**config.mk**
```make
export PLATFORM = sky130hd
export DESIGN_NAME = npos_host
export DESIGN_NICKNAME = d
export VERILOG_FILES = /design/src/rtl/npos_pkg.sv /design/src/rtl/npos_fifo.sv /design/src/rtl/npos_host.sv
export VERILOG_INCLUDE_DIRS = /design/src /design/src/rtl
export SDC_FILE = /design/constraint.sdc
export NUM_CORES = 1
export LEC_CHECK = 0
export BUFFER_PORTS_ARGS = -buffer_cell sky130_fd_sc_hd__buf_2
export CAP_MARGIN = 20
export CORE_AREA = 2 2 186 188
export CTS_CLUSTER_SIZE = 12
export DETAILED_ROUTE_END_ITERATION = 7
export DIE_AREA = 0 0 188 190
export PLACE_DENSITY = 0.52
export SYNTH_ARGS = -nofsm -noshare
export SYNTH_HDL_FRONTEND = slang
export SYNTH_SLANG_ARGS = --single-unit
```
**constraint.sdc**
```tcl
create_clock -name I_CLK -period 5 [get_ports I_CLK]
set_clock_uncertainty 0.05 [all_clocks]
set_input_delay 0.25 -clock I_CLK [delete_from_list [all_inputs] [get_ports I_CLK]]
set_output_delay 0.25 -clock I_CLK [all_outputs]
set_load 0.01 [all_outputs]
```
**src/rtl/npos_params.svh**
```systemverilog
// Constants for the NAND page operation host sequencer.
`ifndef NPOS_PARAMS_SVH
`define NPOS_PARAMS_SVH
`define NPOS_CMD_READ_SETUP 8'h00
`define NPOS_CMD_READ_CONFIRM 8'h30
`define NPOS_CMD_COL_OUT 8'h05
`define NPOS_CMD_COL_OUT_CONFIRM 8'hE0
`define NPOS_CMD_CACHE_READ 8'h31
`define NPOS_CMD_CACHE_READ_LAST 8'h3F
`define NPOS_CMD_MULTI_READ_SETUP 8'h60
`define NPOS_CMD_DATA_IN 8'h80
`define NPOS_CMD_MULTI_DATA_IN 8'h81
`define NPOS_CMD_COL_IN 8'h85
`define NPOS_CMD_PROGRAM 8'h10
`define NPOS_CMD_MULTI_PROGRAM 8'h11
`define NPOS_CMD_CACHE_PROGRAM 8'h15
`define NPOS_CMD_STATUS 8'h70
`define NPOS_CMD_RESET 8'hFF
`define NPOS_STATUS_FAIL_BIT 0
`define NPOS_STROBE_NS 20
`define NPOS_CLK_NS 10
`define NPOS_STROBE_CYC ((`NPOS_STROBE_NS + `NPOS_CLK_NS - 1) / `NPOS_CLK_NS)
`define NPOS_FIFO_DEPTH 8
`endif

```
**src/rtl/npos_pkg.sv**
```systemverilog
// Types for the NAND page operation host sequencer.
package npos_pkg;
  typedef enum logic [3:0] {
    NPOS_OP_READ,
    NPOS_OP_READ_COL,
    NPOS_OP_CACHE_READ,
    NPOS_OP_CACHE_READ_LAST,
    NPOS_OP_MULTI_READ,
    NPOS_OP_PROGRAM,
    NPOS_OP_PROGRAM_COL,
    NPOS_OP_CACHE_PROGRAM,
    NPOS_OP_MULTI_PROGRAM,
    NPOS_OP_STATUS
  } npos_op_e;
  typedef struct packed {
    npos_op_e op;
    logic [12:0] column;
    logic [17:0] row;
    logic [17:0] row2;
    logic [12:0] count;
  } npos_req_s;
  typedef struct packed {
    logic cle;
    logic ale;
    logic ce_n;
    logic we_n;
    logic re_n;
    logic wp_n;
  } npos_pins_s;
  typedef logic [7:0] npos_byte_t;
endpackage : npos_pkg

```
**src/rtl/npos_fifo.sv**
```systemverilog
// Parameterised valid/ready FIFO used in the data path.
`timescale 1ns/1ps
module npos_fifo #(
  parameter int WIDTH = 8,
  parameter int DEPTH = 8
) (
  input wire logic i_clk,
  input wire logic i_rst_n,
  input wire logic [WIDTH-1:0] i_data,
  input wire logic i_valid,
  output logic o_ready,
  output logic [WIDTH-1:0] o_data,
  output logic o_valid,
  input wire logic i_ready
);
  localparam int AW = $clog2(DEPTH);
  logic [WIDTH-1:0] mem [DEPTH];
  logic [AW-1:0] wr_ptr, rd_ptr, next_wr_ptr, next_rd_ptr;
  logic [AW:0] fill, next_fill;
  logic push, pop, ready_q;
  always_comb begin
    push = i_valid && ready_q;
    pop = i_ready && (fill != '0);
    next_wr_ptr = push ? wr_ptr + AW'(1) : wr_ptr;
    next_rd_ptr = pop ? rd_ptr + AW'(1) : rd_ptr;
    next_fill = fill + (AW+1)'(push) - (AW+1)'(pop);
  end
  always_ff @(posedge i_clk) begin
    if (!i_rst_n) begin
      wr_ptr <= '0;
      rd_ptr <= '0;
      fill <= '0;
      ready_q <= 1'b1;
    end else begin
      wr_ptr <= next_wr_ptr;
      rd_ptr <= next_rd_ptr;
      fill <= next_fill;
      ready_q <= (next_fill != (AW+1)'(DEPTH));
    end
  end
  always_ff @(posedge i_clk) begin
    if (push) begin
      mem[wr_ptr] <= i_data;
    end
  end
  // Ready is a flag of its own so that the writer sees a flip-flop output.
  assign o_ready = ready_q;
  assign o_valid = (fill != '0);
  assign o_data = mem[rd_ptr];
endmodule : npos_fifo

```
**src/rtl/npos_host.sv**
```systemverilog
// Host controller that sequences page operations on a NAND flash.
// Function
// - Read is 00h, five address cycles, then 30h confirm.
// - Host strobes data out from the addressed column after ready.
// - Column change in output: 05h, two column cycles, E0h.
// - Host issues cache read as 31h or 3Fh alone, with no address cycles.
// - Multi read: 60h plus address per district, then 30h.
// - At most one block per district; order free.
// - Write protect held high throughout multi page read.
// - Program: 80h, address, data, then 10h.
// - Column change in input: 85h, two column cycles.
// - Between 11h and 81h only 70h or FFh are issued.
// - Cache program ends with 15h; ready means all done.
// - Address is two column cycles and three row cycles.
`timescale 1ns/1ps
`include "npos_params.svh"
module npos_host (
  input wire logic I_CLK,
  input wire logic I_RST_N,
  input wire npos_pkg::npos_req_s I_REQ,
  input wire logic I_REQ_VALID,
  output logic O_REQ_READY,
  input wire npos_pkg::npos_byte_t I_WDATA,
  input wire logic I_WVALID,
  output logic O_WREADY,
  output npos_pkg::npos_byte_t O_RDATA,
  output logic O_RVALID,
  output logic O_FAIL,
  output npos_pkg::npos_pins_s O_PINS,
  output npos_pkg::npos_byte_t O_IO,
  output logic O_IO_OE,
  input wire npos_pkg::npos_byte_t I_IO,
  input wire logic I_READY_BUSY_N
);
  import npos_pkg::*;
  typedef enum logic [2:0] {
    ST_IDLE, ST_CMD, ST_ADDR, ST_WDATA, ST_WAIT_BUSY, ST_WAIT_READY,
    ST_RDATA
  } npos_state_e;
  localparam logic [3:0] STROBE_CYC = 4'(`NPOS_STROBE_CYC);
  npos_state_e state, next_state;
  npos_req_s req, next_req;
  npos_pins_s pins, next_pins;
  npos_byte_t io, next_io, rdata, next_rdata;
  logic io_oe, next_io_oe, rvalid, next_rvalid, fail, next_fail;
  logic req_ready, next_req_ready;
  logic [3:0] tick, next_tick;
  logic [3:0] step, next_step;
  logic [2:0] acyc, next_acyc, alen, next_alen;
  logic [12:0] left, next_left;
  logic [2:0] rb_sync;
  logic rb;
  logic phase, next_phase;
  logic wd_valid, wd_pop;
  npos_byte_t wd_byte;
  // Write data is staged so the caller is not stalled while the bus is busy.
  npos_fifo #(.WIDTH(8), .DEPTH(`NPOS_FIFO_DEPTH)) u_wfifo (
    .i_clk(I_CLK),
    .i_rst_n(I_RST_N),
    .i_data(I_WDATA),
    .i_valid(I_WVALID),
    .o_ready(O_WREADY),
    .o_data(wd_byte),
    .o_valid(wd_valid),
    .i_ready(wd_pop)
  );
  // Busy line crosses from the pin; change counts when stages 2 and 3 agree.
  always_ff @(posedge I_CLK) begin
    if (!I_RST_N) begin
      rb_sync <= 3'h7;
      rb <= 1'b1;
    end else begin
      rb_sync <= {rb_sync[1:0], I_READY_BUSY_N};
      if (rb_sync[1] == rb_sync[2]) begin
        rb <= rb_sync[2];
      end
    end
  end
  // Command byte for a given step of each operation.
  function automatic npos_byte_t cmd_of(input npos_op_e op,
                                        input logic [3:0] st);
    case (op)
      NPOS_OP_READ: cmd_of = st == 0 ? `NPOS_CMD_READ_SETUP
                                     : `NPOS_CMD_READ_CONFIRM;
      NPOS_OP_READ_COL: cmd_of = st == 0 ? `NPOS_CMD_COL_OUT
                                         : `NPOS_CMD_COL_OUT_CONFIRM;
      NPOS_OP_CACHE_READ: cmd_of = `NPOS_CMD_CACHE_READ;
      NPOS_OP_CACHE_READ_LAST: cmd_of = `NPOS_CMD_CACHE_READ_LAST;
      NPOS_OP_MULTI_READ: cmd_of = st == 2 ? `NPOS_CMD_READ_CONFIRM
                                   : `NPOS_CMD_MULTI_READ_SETUP;
      NPOS_OP_PROGRAM: cmd_of = st == 0 ? `NPOS_CMD_DATA_IN
                                        : `NPOS_CMD_PROGRAM;
      NPOS_OP_PROGRAM_COL: cmd_of = `NPOS_CMD_COL_IN;
      NPOS_OP_CACHE_PROGRAM: cmd_of = st == 0 ? `NPOS_CMD_DATA_IN
                                     : `NPOS_CMD_CACHE_PROGRAM;
      NPOS_OP_MULTI_PROGRAM: begin
        case (st)
          4'h0: cmd_of = `NPOS_CMD_DATA_IN;
          4'h1: cmd_of = `NPOS_CMD_MULTI_PROGRAM;
          4'h2: cmd_of = `NPOS_CMD_MULTI_DATA_IN;
          4'h3: cmd_of = `NPOS_CMD_PROGRAM;
          default: cmd_of = `NPOS_CMD_STATUS;
        endcase
      end
      default: cmd_of = `NPOS_CMD_STATUS;
    endcase
  endfunction : cmd_of
  // Address byte n from column and row.
  function automatic npos_byte_t addr_of(input logic [12:0] col,
                                         input logic [17:0] row,
                                         input logic [2:0] n);
    case (n)
      3'h0: addr_of = col[7:0];
      3'h1: addr_of = {3'h0, col[12:8]};
      3'h2: addr_of = row[7:0];
      3'h3: addr_of = row[15:8];
      default: addr_of = {6'h00, row[17:16]};
    endcase
  endfunction : addr_of
  always_comb begin
    next_state = state;
    next_req = req;
    next_pins = pins;
    next_io = io;
    next_io_oe = io_oe;
    next_rdata = rdata;
    next_rvalid = 1'b0;
    next_fail = fail;
    next_req_ready = 1'b0;
    next_tick = tick;
    next_step = step;
    next_acyc = acyc;
    next_alen = alen;
    next_left = left;
    next_phase = phase;
    wd_pop = 1'b0;
    case (state)
      ST_IDLE: begin
        next_pins = '{cle: 1'b0, ale: 1'b0, ce_n: 1'b1, we_n: 1'b1,
                      re_n: 1'b1, wp_n: 1'b1};
        next_io_oe = 1'b0;
        // Ready must not wait for valid, or a held request would never go.
        next_req_ready = !(I_REQ_VALID && req_ready);
        if (I_REQ_VALID && req_ready) begin
          next_req = I_REQ;
          next_step = 4'h0;
          next_pins.ce_n = 1'b0;
          next_state = ST_CMD;
        end
      end
      ST_CMD: begin
        // Strobe low for one half, high for the other; latch on rise.
        next_pins.cle = 1'b1;
        next_pins.ale = 1'b0;
        next_io = cmd_of(req.op, step);
        next_io_oe = 1'b1;
        next_tick = tick + 4'h1;
        next_pins.we_n = phase;
        if (tick == STROBE_CYC) begin
          next_tick = 4'h0;
          next_phase = !phase;
          if (phase) begin
            next_pins.cle = 1'b0;
            next_acyc = 3'h0;
            next_left = req.count;
            case (req.op)
              NPOS_OP_READ, NPOS_OP_MULTI_READ, NPOS_OP_PROGRAM,
              NPOS_OP_CACHE_PROGRAM, NPOS_OP_MULTI_PROGRAM: begin
                if (req.op == NPOS_OP_MULTI_READ ? step != 4'h2
                    : step[0] == 1'b0) begin
                  next_alen = req.op == NPOS_OP_MULTI_READ ? 3'h3 : 3'h5;
                  next_acyc = req.op == NPOS_OP_MULTI_READ ? 3'h2 : 3'h0;
                  next_state = ST_ADDR;
                end else begin
                  next_state = ST_WAIT_BUSY;
                end
              end
              NPOS_OP_READ_COL, NPOS_OP_PROGRAM_COL: begin
                if (step == 4'h0) begin
                  next_alen = 3'h2;
                  next_state = ST_ADDR;
                end else begin
                  next_state = ST_RDATA;
                end
              end
              NPOS_OP_STATUS: begin
                next_left = 13'h0001;
                next_state = ST_RDATA;
              end
              default: next_state = ST_WAIT_BUSY;
            endcase
            next_step = step + 4'h1;
          end
        end
      end
      ST_ADDR: begin
        next_pins.ale = 1'b1;
        next_io = addr_of(req.column,
                          step >= 4'h2 ? req.row2 : req.row, acyc);
        next_tick = tick + 4'h1;
        next_pins.we_n = phase;
        if (tick == STROBE_CYC) begin
          next_tick = 4'h0;
          next_phase = !phase;
          if (phase) begin
            next_acyc = acyc + 3'h1;
            if (acyc + 3'h1 == (req.op == NPOS_OP_MULTI_READ ? 3'h5
                                : alen)) begin
              next_pins.ale = 1'b0;
              if (req.op == NPOS_OP_READ_COL || req.op == NPOS_OP_READ ||
                  req.op == NPOS_OP_MULTI_READ) begin
                next_state = ST_CMD;
              end else if (left != 13'h0000) begin
                next_state = ST_WDATA;
              end else begin
                next_state = req.op == NPOS_OP_PROGRAM_COL ? ST_IDLE : ST_CMD;
              end
            end
          end
        end
      end
      ST_WDATA: begin
        next_io = wd_byte;
        if (!phase && tick == 4'h0 && !wd_valid) begin
          next_tick = 4'h0;
        end else begin
          next_tick = tick + 4'h1;
          next_pins.we_n = phase;
          if (tick == STROBE_CYC) begin
            next_tick = 4'h0;
            next_phase = !phase;
            if (phase) begin
              wd_pop = 1'b1;
              next_left = left - 13'h0001;
              if (left == 13'h0001) begin
                next_state = req.op == NPOS_OP_PROGRAM_COL ? ST_IDLE
                                                           : ST_CMD;
              end
            end
          end
        end
      end
      ST_WAIT_BUSY: begin
        next_io_oe = 1'b0;
        next_tick = tick + 4'h1;
        if (!rb || tick == 4'hF) begin
          next_tick = 4'h0;
          next_state = ST_WAIT_READY;
        end
      end
      ST_WAIT_READY: begin
        if (rb) begin
          if (req.op == NPOS_OP_MULTI_PROGRAM && step == 4'h2) begin
            next_state = ST_CMD;
          end else if (req.op == NPOS_OP_PROGRAM ||
                       req.op == NPOS_OP_CACHE_PROGRAM ||
                       req.op == NPOS_OP_MULTI_PROGRAM) begin
            next_req.op = NPOS_OP_STATUS;
            next_step = 4'h0;
            next_state = ST_CMD;
          end else begin
            next_left = req.count;
            next_state = left == 13'h0 ? ST_IDLE : ST_RDATA;
          end
        end
      end
      ST_RDATA: begin
        next_io_oe = 1'b0;
        next_tick = tick + 4'h1;
        next_pins.re_n = phase;
        if (tick == STROBE_CYC) begin
          next_tick = 4'h0;
          next_phase = !phase;
          if (!phase) begin
            next_rdata = I_IO;
            next_rvalid = 1'b1;
            if (req.op == NPOS_OP_STATUS) begin
              next_fail = I_IO[`NPOS_STATUS_FAIL_BIT];
            end
          end else begin
            next_left = left - 13'h0001;
            if (left <= 13'h0001) begin
              next_state = ST_IDLE;
            end
          end
        end
      end
      default: next_state = ST_IDLE;
    endcase
  end
  always_ff @(posedge I_CLK) begin
    if (!I_RST_N) begin
      state <= ST_IDLE;
      req <= '0;
      pins <= '{cle: 1'b0, ale: 1'b0, ce_n: 1'b1, we_n: 1'b1, re_n: 1'b1,
                wp_n: 1'b0};
      io <= 8'h00;
      io_oe <= 1'b0;
      rdata <= 8'h00;
      rvalid <= 1'b0;
      fail <= 1'b0;
      req_ready <= 1'b0;
      tick <= 4'h0;
      step <= 4'h0;
      acyc <= 3'h0;
      alen <= 3'h0;
      left <= 13'h0000;
      phase <= 1'b0;
    end else begin
      state <= next_state;
      req <= next_req;
      pins <= next_pins;
      io <= next_io;
      io_oe <= next_io_oe;
      rdata <= next_rdata;
      rvalid <= next_rvalid;
      fail <= next_fail;
      req_ready <= next_req_ready;
      tick <= next_tick;
      step <= next_step;
      acyc <= next_acyc;
      alen <= next_alen;
      left <= next_left;
      phase <= next_phase;
    end
  end
  assign O_REQ_READY = req_ready;
  assign O_RDATA = rdata;
  assign O_RVALID = rvalid;
  assign O_FAIL = fail;
  assign O_PINS = pins;
  assign O_IO = io;
  assign O_IO_OE = io_oe;
endmodule : npos_host

```
== Yosys cells after proc, flatten, opt, wreduce, memory -nomap -nowiden ==
Memory sizes are Yosys's and may differ from the RTL's. A register that Yosys moved wholly into a read port is not among the register bits.
Cells that the tools add are included.
Widths: inputs -> output; s select.

* Register bits after elaboration: 138
* Memory bits (writable): 64
* Bits of input ports: 87
* Output and inout bits: 27
* Logic and storage cells: 244
* Memories: 1

{| class="wikitable"
|+ Memory list
! name !! words !! width !! read ports !! clocked after memory_dff !! write ports !! line !! RTL
|-
| u_wfifo.mem || 8 || 8 || 1 || 1 || 1 || npos_fifo.sv:17 || <nowiki>logic [WIDTH-1:0] mem [DEPTH];</nowiki>
|}

* Add/sub/neg operators: 8
* Magnitude comparators: 2
* Equal/unequal tests: 48
* Muxes and demuxes: 98
* Bitwise operators: 2
* Reduce and logical (&&, ||, !) cells: 55

{| class="wikitable"
|+ Operator list
! operator !! number
|-
| $mux 13 || 9
|-
| $mux 3 || 31
|-
| $pmux 8 s9 || 1
|-
| $mux 66 || 1
|-
| $pmux 8 s4 || 2
|-
| $pmux 13 s4 || 1
|-
| $mux 4 || 12
|-
| $ne 2x2->1 const B || 20
|-
| $mux 8 || 3
|-
| $pmux 4 s3 || 2
|-
| $pmux 8 s3 || 1
|-
| $pmux 3 s7 || 1
|-
| $eq 4x2->1 const B || 5
|-
| $mux 18 || 1
|-
| $mux 1 || 17
|-
| $eq 4x3->1 const B || 4
|-
| $reduce_bool 2->1 || 8
|-
| $reduce_and 15->1 || 1
|-
| $reduce_and 7->1 || 2
|-
| $eq 13x1->1 const B || 1
|-
| $le 13x1->1 const B || 1
|-
| $logic_not 13->1 || 1
|-
| $reduce_bool 13->1 || 1
|-
| $sub 13x1->13 const B || 1
|-
| other kinds (38) || 86
|}

== Logic depth before layout (Yosys ltp) ==
Gate-level depths: netlist of the first run.

* Word-level depth: 8
* Depth in mapped cells: 13
* Mapped depth without buffers: 12

== Hierarchy ==
From an unflattened synthesis of the first run, not the netlist that was laid out.

* Cells, all modules: 1013
* Area, all modules: 9681.8 um2

{| class="wikitable"
|+ By module, submodules not included
! module !! instances !! cells an instance !! area an instance (um2) !! seq. area each (um2)
|-
| npos_host || 1 || 842 || 6502.5 || 2542.4
|-
| npos_fifo || 1 || 171 || 3179.3 || 2202.1
|}

== Worst setup path before layout of the first run ==
No wires, ideal clock.

* Kind: flip-flop to flip-flop
* From: reg tick[0]
* To: reg u_wfifo.ready_q (netlist: u_wfifo.o_ready)
* Setup time: 0.129 ns
* Arrival: 2.493 ns
* Data required time: 4.821 ns
* Slack: 2.328 ns
* Stages on the path, launching flop included: 13
* Buffers on the path: 1
* Clock period less this slack: 2.672 ns
* Cell sequence: dfxtp_1 inv_1 ha_1 nand4bb_1 clkbuf_1 nor3_1 ha_1 inv_1 ha_1 inv_1 fa_1 xor2_1 nand4b_1

* Word-level cells in the longest chain between the ends: 8
* Elaborated cells between the ends (all ways): 10
* Those cells by class: add/sub (1); eq/ne (2); mux (3); reduce/logical (4)

{| class="wikitable"
|+ RTL lines
! item !! line !! RTL
|-
| start: declaration || npos_host.sv:47 || <nowiki>logic [3:0] tick, next_tick;</nowiki>
|-
| start signal: assignment || npos_host.sv:319 || <nowiki>tick <= next_tick;</nowiki>
|-
| $logic_not 4->1 || npos_host.sv:224 || <nowiki>if (!phase && tick == 4'h0 && !wd_valid) begin</nowiki>
|-
| $logic_and 1x1->1 (2 in a row) || npos_host.sv:224 ||
|-
| $mux 1 * || npos_host.sv:224 ||
|-
| $mux 1 * || npos_host.sv:137 || <nowiki>case (state)</nowiki>
|-
| $logic_and 1x1->1 * || npos_fifo.sv:23 || <nowiki>pop = i_ready && (fill != '0);</nowiki>
|-
| net u_wfifo.pop || npos_fifo.sv:20 || <nowiki>logic push, pop, ready_q;</nowiki>
|-
| $sub 4x1->4 * || npos_fifo.sv:26 || <nowiki>next_fill = fill + (AW+1)'(push) - (AW+1)'(pop);</nowiki>
|-
| $ne 4x4->1 * || npos_fifo.sv:38 || <nowiki>ready_q <= (next_fill != (AW+1)'(DEPTH));</nowiki>
|-
| end signal: assignment || npos_fifo.sv:38 ||
|-
| end: declaration || npos_fifo.sv:20 ||
|}

Mark *: on every way through the listed nets, which the timed path passes. The rest lies on a longest branch.
A chain may end at the register's enable or synchronous reset.

== Worst setup path in the final report of the first run ==
Ends and elaborated chain as after synthesis.

==> results.py, run 1 <==
metrics = {
    "drt": {
        "route.met2.wl_um": 13300,
        "number_of_drc_violations_after_detailed_routing_iteration_0": 633,
        "drt-vias-per-instance": 4.97,
        "drt_drc_violations_left": 0,
        "num_vias": 8196,
        "drt_pass1_iterations": 7,
        "antenna_left": 0,
        "drt-total-wl_um": 28000,
        "wl_per_cell_um": 17.0,
        "highest_layer": "met4",
        "post_route_m1_wl_um": 12700,
        "met3_wirelength_um": 1480,
    },
    "pwr": {
        "p_leak_uw": 0.00447,
        "design_power_total_uw": 5470,
        "max-vdd-ir-drop_mv": 0.307,
        "pwr_density_cell_nw_per_um2": 443,
    },
    "die": {
        "die_h_um": 190,
        "core-area_um2": 33900,
        "die_area_um2": 35700,
        "die_width_um": 188,
        "io_pins": 114,
        "initial_utilization": 0.285,
        "row_count": 68,
    },
    "sta": {
        "final-setup-viol-count": 0,
        "period_needed_ps": 3180,
        "fmax_ghz": 0.314,
        "setup_slack_ps": 1820,
        "period_share": 0.637,
        "worst_pin_slew_ps": 1110,
        "totalNegativeSetupSlack_ps": 0,
        "number_of_hold_violations_in_the_final_report": 0,
        "slew_violations": 0,
        "worst_slew_margin_rel": 0.255,
        "grt_setup_unrepaired": "no",
    },
    "outcome": {
        "run_status": "complete, no violations",
    },
    "placed_design": {
        "dpl_worst_slack_ps": 1830,
        "place_inst": 1522,
        "detailedPlacementHpwl_um": 18400,
        "placement.io_buffers": 113,
        "gp_congestion": 0.883,
    },
    "logic_synthesis": {
        "netlist_area_um2": 9680,
        "synthTopCellsByCount": "nand2_1 (167), dfxtp_1 (141), a21oi_1 (109), edfxtp_1 (64), nor2_1 (60)",
        "synthMuxAreaShare": 0.0752,
        "synth_most_common_cell": "nand2_1",
        "synthDistinctLibCells": 82,
        "yosysTopAreaCellShare": 0.292,
        "seq_area_frac_synth": 0.490,
        "gate_count_after_technology_mapping": 1011,
        "yosysWarnings": 0,
        "synth_adder_area_share": 0.0292,
        "synth-compound-area-share": 0.173,
        "synth_area_leader_cell": "dfxtp_1",
        "synth-simple-area-share": 0.181,
        "asyncSetResetFlopFracSynth": 0,
        "synth-edff-count": 64,
        "main_combinational_cell_family_by_area_after_synthesis": "simple AND/OR/NAND/NOR gates",
        "ys_ff_latch": 205,
        "synth-main-ff-cell": "dfxtp_1",
        "synth_area_per_cell_um2": 9.58,
        "ys_top_cells_by_area": "dfxtp_1 (29%), edfxtp_1 (20%), nand2_1 (6.5%)",
        "mappedNetlistNets": 1120,
        "synth_xor_xnor_area_share": 0.00905,
    },
    "clock_tree": {
        "numClockSinks": 205,
        "tritoncts_clock_tree": "built",
        "tritoncts.num_buffers": 24,
        "clock_latency_reported_for_the_late_side_of_the_worst_skew_pair_ps": 520,
        "clock-root-buffer": "clkbuf_16",
        "clk_slew_on_worst_s_h_paths_ps": 60,
        "cts_htree_levels": 1,
        "post_cts.resized_instances": 0,
        "post_cts_buffers": 0,
        "clk_path_buf_depth": 3,
    },
    "global_route": {
        "wire_length_of_the_first_global_routing_pass_um": 43500,
        "first_global_vias": 7820,
        "grt_max_degree": 66,
        "grt-ovfl-total": 0,
        "gr-usage-all-layers": 0.152,
        "grt_antenna_before_repair": 0,
    },
    "critical_path": {
        "path_max_fanout": 8,
        "regToRegSetupSlack_ps": 1820,
        "crit_path_start_kind": "flop",
        "worst-endpoint-required_ps": 5340,
        "worst_setup_path_end_kind": "flop",
        "reg2regPathDepth": 11,
        "crit-reg2reg-capture": "u_wfifo.o_ready$_SDFF_PN1_",
        "crit_arrival_ps": 3520,
        "critical_path_class": "flop to flop",
        "worstReg2RegStart": "tick[0]$_SDFFE_PN0P_",
    },
    "worst_hold_path": {
        "cell_depth_of_the_worst_hold_path": 3,
        "hold_path_startpoint": "I_REQ[62]",
        "timing.hold.worst.class": "primary input to flop",
        "hold_path_end": "req[62]$_SDFFE_PN0P_",
    },
    "finish": {
        "utilization": 0.363,
        "layout.filler_cells": 3449,
        "insertedDiodeCount": 0,
        "layout-area-overhead-vs-synth_pct": 27.3,
        "drive_above_1_share": 0.183,
        "ff_latch_area_um2": 4740,
        "multi_input_comb_area_um2": 4560,
        "num-nets-final": 1284,
        "final_cells": 1648,
    },
    "flow_run": {
        "max_cap_viol_count": 0,
    },
}
## repair_timing
action                     in CTS  in global routing
setup endpoints to repair       0                  0
hold buffers                   81                  0
hold endpoints to repair      138                  0
## layout by cell type (no fill, tap or decap), types with 18 or more instances in the layout
master / count
nor3_1: 18
a21oi_1: 109
dlygate4sd3_1: 81
nand2_1: 167
nor2_1: 60
mux2i_1: 30
ha_1: 21
o21ai_0: 47
edfxtp_1: 64
dfxtp_1: 141
clkbuf_16: 27
inv_1: 29
buf_2: 113
## flip-flops by register name (all words and copies together) (netlist names), 6 cells and up, named ones only
name	flops
left	13
req	66
u_wfifo.mem	64
O_RDATA	8
O_IO	8
O_PINS	6
## power by group
part           switching (uW)  total, uW  internal, uW
sequential                186       2110          1920
clock                     704       1870          1170
combinational             922       1490           564
## per-layer routing
metal / vias up / global-route usage
met1: 3914 / 0.206
li1: 4028 / -
met4: 0 / 0.0385
met3: 36 / 0.0258
met5: - / 0
met2: 218 / 0.252
## worst max-delay path by stage
stage	start	endpoint	slack, ps	cells after the start
detailed placement	tick[0]$_SDFFE_PN0P_	u_wfifo.o_ready$_SDFF_PN1_	1830	11
CTS	tick[0]$_SDFFE_PN0P_	u_wfifo.o_ready$_SDFF_PN1_	1830	11
finish	tick[0]$_SDFFE_PN0P_	u_wfifo.o_ready$_SDFF_PN1_	1820	11
global placement	tick[0]$_SDFFE_PN0P_	u_wfifo.o_ready$_SDFF_PN1_	1960	11
global route	tick[0]$_SDFFE_PN0P_	u_wfifo.o_ready$_SDFF_PN1_	1540	12
floorplan	tick[0]$_SDFFE_PN0P_	u_wfifo.o_ready$_SDFF_PN1_	2330	12
## final cells by class
class / instances / share of cell area
sequential: 205 / 0.385
multi-input combinational: 706 / 0.370
timing repair buffer: 207 / 0.119
clock buffer: 38 / 0.0630
tap: 455 / 0.0462
inverter: 31 / 0.00954
clock inverter: 6 / 0.00700
## metrics by stage
stage | hold slack (ps) | cell area (um^2)
floorplan | 299 | 9680
global placement | 353 | 10600
detailed placement | 350 | 10600
CTS | 12.7 | 12300
global route | 47.6 | 12300
finish | 10.4 | 12300
## worst max-delay path: stages, from the launching register on
cell	delay [ps]
dfxtp_1	330
inv_1	100
ha_1	190
nand4bb_1	370
nor3_1	640
ha_1	340
inv_1	60
ha_1	160
inv_1	60
fa_1	390
xor2_1	230
nand4b_1	120
## cell families after synthesis
group	after synthesis
compound gates	265
buf+inv	100
mux	52
simple gates	357
xor+xnor	10
fa+ha+maj	22
flops	205
Power figures use the tool's default switching activity.
==> run 2, diff against run 1 <==
--- a/config.mk
+++ b/config.mk
@@ -12,7 +12,7 @@
 export CTS_CLUSTER_SIZE = 12
 export DETAILED_ROUTE_END_ITERATION = 7
 export DIE_AREA = 0 0 188 190
-export PLACE_DENSITY = 0.52
+export PLACE_DENSITY = 0.54
 export SYNTH_ARGS = -nofsm -noshare
 export SYNTH_HDL_FRONTEND = slang
 export SYNTH_SLANG_ARGS = --single-unit
==> constraint.sdc (replaced) <==
create_clock -name I_CLK -period 2.9 [get_ports I_CLK]
set_clock_uncertainty 0.05 [all_clocks]
set_input_delay 0.145 -clock I_CLK [delete_from_list [all_inputs] [get_ports I_CLK]]
set_output_delay 0.145 -clock I_CLK [all_outputs]
set_load 0.01 [all_outputs]
==> results.py, run 2 (same netlist as run 1, synthesis figures left out) <==
metrics = {
    "outcome": {
        "run_status": "complete, no violations",
    },
    "sta": {
        "final-setup-viol-count": 0,
        "grt_setup_unrepaired": "no",
        "period_needed_ps": 2570,
        "period_share": 0.885,
        "worst_pin_slew_ps": 847,
        "fmax_ghz": 0.390,
        "number_of_hold_violations_in_the_final_report": 0,
        "slew_violations": 0,
        "totalNegativeSetupSlack_ps": 0,
        "worst_slew_margin_rel": 0.432,
    },
    "finish": {
        "largest_reg_flops": 66,
        "regMostFlops": "req",
        "layout.filler_cells": 3419,
        "mostFrequentLayoutCells": "nand2_1 (167), dfxtp_1 (141), buf_2 (113), a21oi_1 (109), dlygate4sd3_1 (84)",
        "layout_top_registers": "req (66), u_wfifo.mem (64), left (13)",
        "num-nets-final": 1308,
        "layout-area-overhead-vs-synth_pct": 28.2,
        "most_common_cell_after_layout_fill_and_taps_aside": "nand2_1",
        "utilization": 0.366,
        "drive_above_1_share": 0.188,
        "multi_input_comb_area_um2": 4550,
        "ff_latch_area_um2": 4740,
        "insertedDiodeCount": 0,
        "final_cells": 1670,
    },
    "die": {
        "die_width_um": 188,
        "core-area_um2": 33900,
        "row_count": 68,
        "io_pins": 114,
        "initial_utilization": 0.285,
        "die_area_um2": 35700,
        "die_h_um": 190,
    },
    "global_route": {
        "grt_most_used_layer": "met2",
        "grt_max_degree": 65,
        "grt-ovfl-total": 0,
        "gr-usage-all-layers": 0.152,
        "first_global_vias": 7981,
        "met3_usage": 0.0256,
        "wire_length_of_the_first_global_routing_pass_um": 43800,
        "grt_util_met1": 0.202,
        "grt_antenna_before_repair": 0,
        "grtUsageMet2": 0.260,
    },
    "clock_tree": {
        "numClockSinks": 205,
        "clk_path_buf_depth": 3,
        "tritoncts.num_buffers": 23,
        "clock_latency_reported_for_the_late_side_of_the_worst_skew_pair_ps": 520,
        "post_cts.resized_instances": 0,
        "clk_slew_on_worst_s_h_paths_ps": 60,
        "tritoncts_clock_tree": "built",
        "clock-root-buffer": "clkbuf_16",
        "cts_htree_levels": 1,
    },
    "worst_hold_path": {
        "hold_path_startpoint": "I_WVALID",
        "cell_depth_of_the_worst_hold_path": 4,
        "hold_path_end": "u_wfifo.wr_ptr[1]$_SDFFE_PN0P_",
        "timing.hold.worst.class": "primary input to flop",
    },
    "drt": {
        "num_vias": 8271,
        "number_of_drc_violations_after_detailed_routing_iteration_0": 629,
        "antenna_left": 0,
        "drt_drc_violations_left": 0,
        "wl_per_cell_um": 16.7,
        "drt-vias-per-instance": 4.95,
        "drt-total-wl_um": 27900,
        "drt_pass1_iterations": 5,
    },
    "flow_run": {
        "max_cap_viol_count": 0,
    },
    "pwr": {
        "pwr_density_cell_nw_per_um2": 742,
        "max-vdd-ir-drop_mv": 0.377,
        "p_leak_uw": 0.00452,
        "design_power_total_uw": 9200,
    },
    "critical_path": {
        "regToRegSetupSlack_ps": 330,
        "path_max_fanout": 4,
        "crit_path_start_kind": "flop",
        "max_stage_delay_ps": 410,
        "reg2regPathDepth": 11,
        "critical_path_class": "flop to flop",
        "worst_setup_path_end_kind": "flop",
        "worst-endpoint-required_ps": 3220,
        "crit_arrival_ps": 2890,
        "crit-reg2reg-capture": "u_wfifo.o_ready$_SDFF_PN1_",
        "crit_path_cell_trace": "inv_1 -> ha_1 -> nand4bb_1 -> nor3_1 -> ha_1 -> inv_1 -> ha_1 -> inv_1 -> fa_1 -> xor2_1 -> nand4b_1",
        "worstReg2RegStart": "tick[0]$_SDFFE_PN0P_",
        "cp_slowest_cell": "fa_1",
    },
    "placed_design": {
        "gp_congestion": 0.898,
        "placement.io_buffers": 113,
        "place_inst": 1545,
        "detailedPlacementHpwl_um": 19000,
    },
}
## run 2: cell count changes in the layout (fill, tap and decap cells not counted), moves of 2 or more
cell           delta
buf_4            +21
clkbuf_1          +5
clkbuf_8          -5
clkbuf_16         -4
dlygate4sd3_1     +3
nor3_1            +3
nor3_2            -3
buf_12            +2
## run 2: final cells by class
cell class | count | share of cell area
Sequential cell | 205 | 0.382
Clock inverter | 7 | 0.00897
Timing Repair Buffer | 232 | 0.137
Inverter | 31 | 0.00948
Clock buffer | 34 | 0.0505
Multi-Input combinational cell | 706 | 0.366
Tap cell | 455 | 0.0459
## run 2: repair_timing
item / 4_1_cts / 5_1_grt
setup buffers: 0 / 0
endpoints found under the setup margin: 0 / 0
hold buffers: 84 / 0
hold endpoints to repair: 141 / 0
## run 2: where the power goes
| group | internal (uW) | leakage (uW) | switching [uW] |
|---|---|---|---|
| sequential | 3310 | 0.00173 | 290 |
| combinational | 1080 | 0.00244 | 1620 |
| clock | 1760 | 0.000354 | 1150 |
## run 2: stage by stage
step | worst slack, ps | area (um^2) | hold slack, ps
floorplan | 228 | 9680 | 194
finish | 333 | 12400 | 80.5
detailed placement | 359 | 10800 | 293
global route | 70.0 | 12400 | 105
CTS | 329 | 12400 | 53.1
global placement | 460 | 10800 | 288
## run 2: layer usage
layer	share of wire	up-vias	routed length, um
met2	0.48	196	13400
met1	0.45	3972	12600
met3	0.053	43	1490
met5	0	-	0
met4	0.016	0	449
li1	-	4060	-
## run 2: critical path, delay by kind of cell (launching register included)
family | cells | cell delay [ps]
flip-flops | 1 | 330
XOR/XNOR | 1 | 220
adder cells (fa/ha/maj) | 4 | 1060
AND/OR/NAND/NOR | 3 | 550
buffers and inverters | 3 | 240
## run 2: worst max-delay path by stage
stage / start / endpoint / slack [ps] / cells after the start
final: tick[0]$_SDFFE_PN0P_ / u_wfifo.o_ready$_SDFF_PN1_ / 330 / 11
after global routing: tick[0]$_SDFFE_PN0P_ / u_wfifo.o_ready$_SDFF_PN1_ / 70 / 11
after CTS: tick[0]$_SDFFE_PN0P_ / u_wfifo.o_ready$_SDFF_PN1_ / 330 / 11
after detailed placement: tick[0]$_SDFFE_PN0P_ / u_wfifo.o_ready$_SDFF_PN1_ / 360 / 11
after global placement: tick[0]$_SDFFE_PN0P_ / u_wfifo.o_ready$_SDFF_PN1_ / 460 / 11
after floorplan: tick[0]$_SDFFE_PN0P_ / u_wfifo.o_ready$_SDFF_PN1_ / 230 / 12
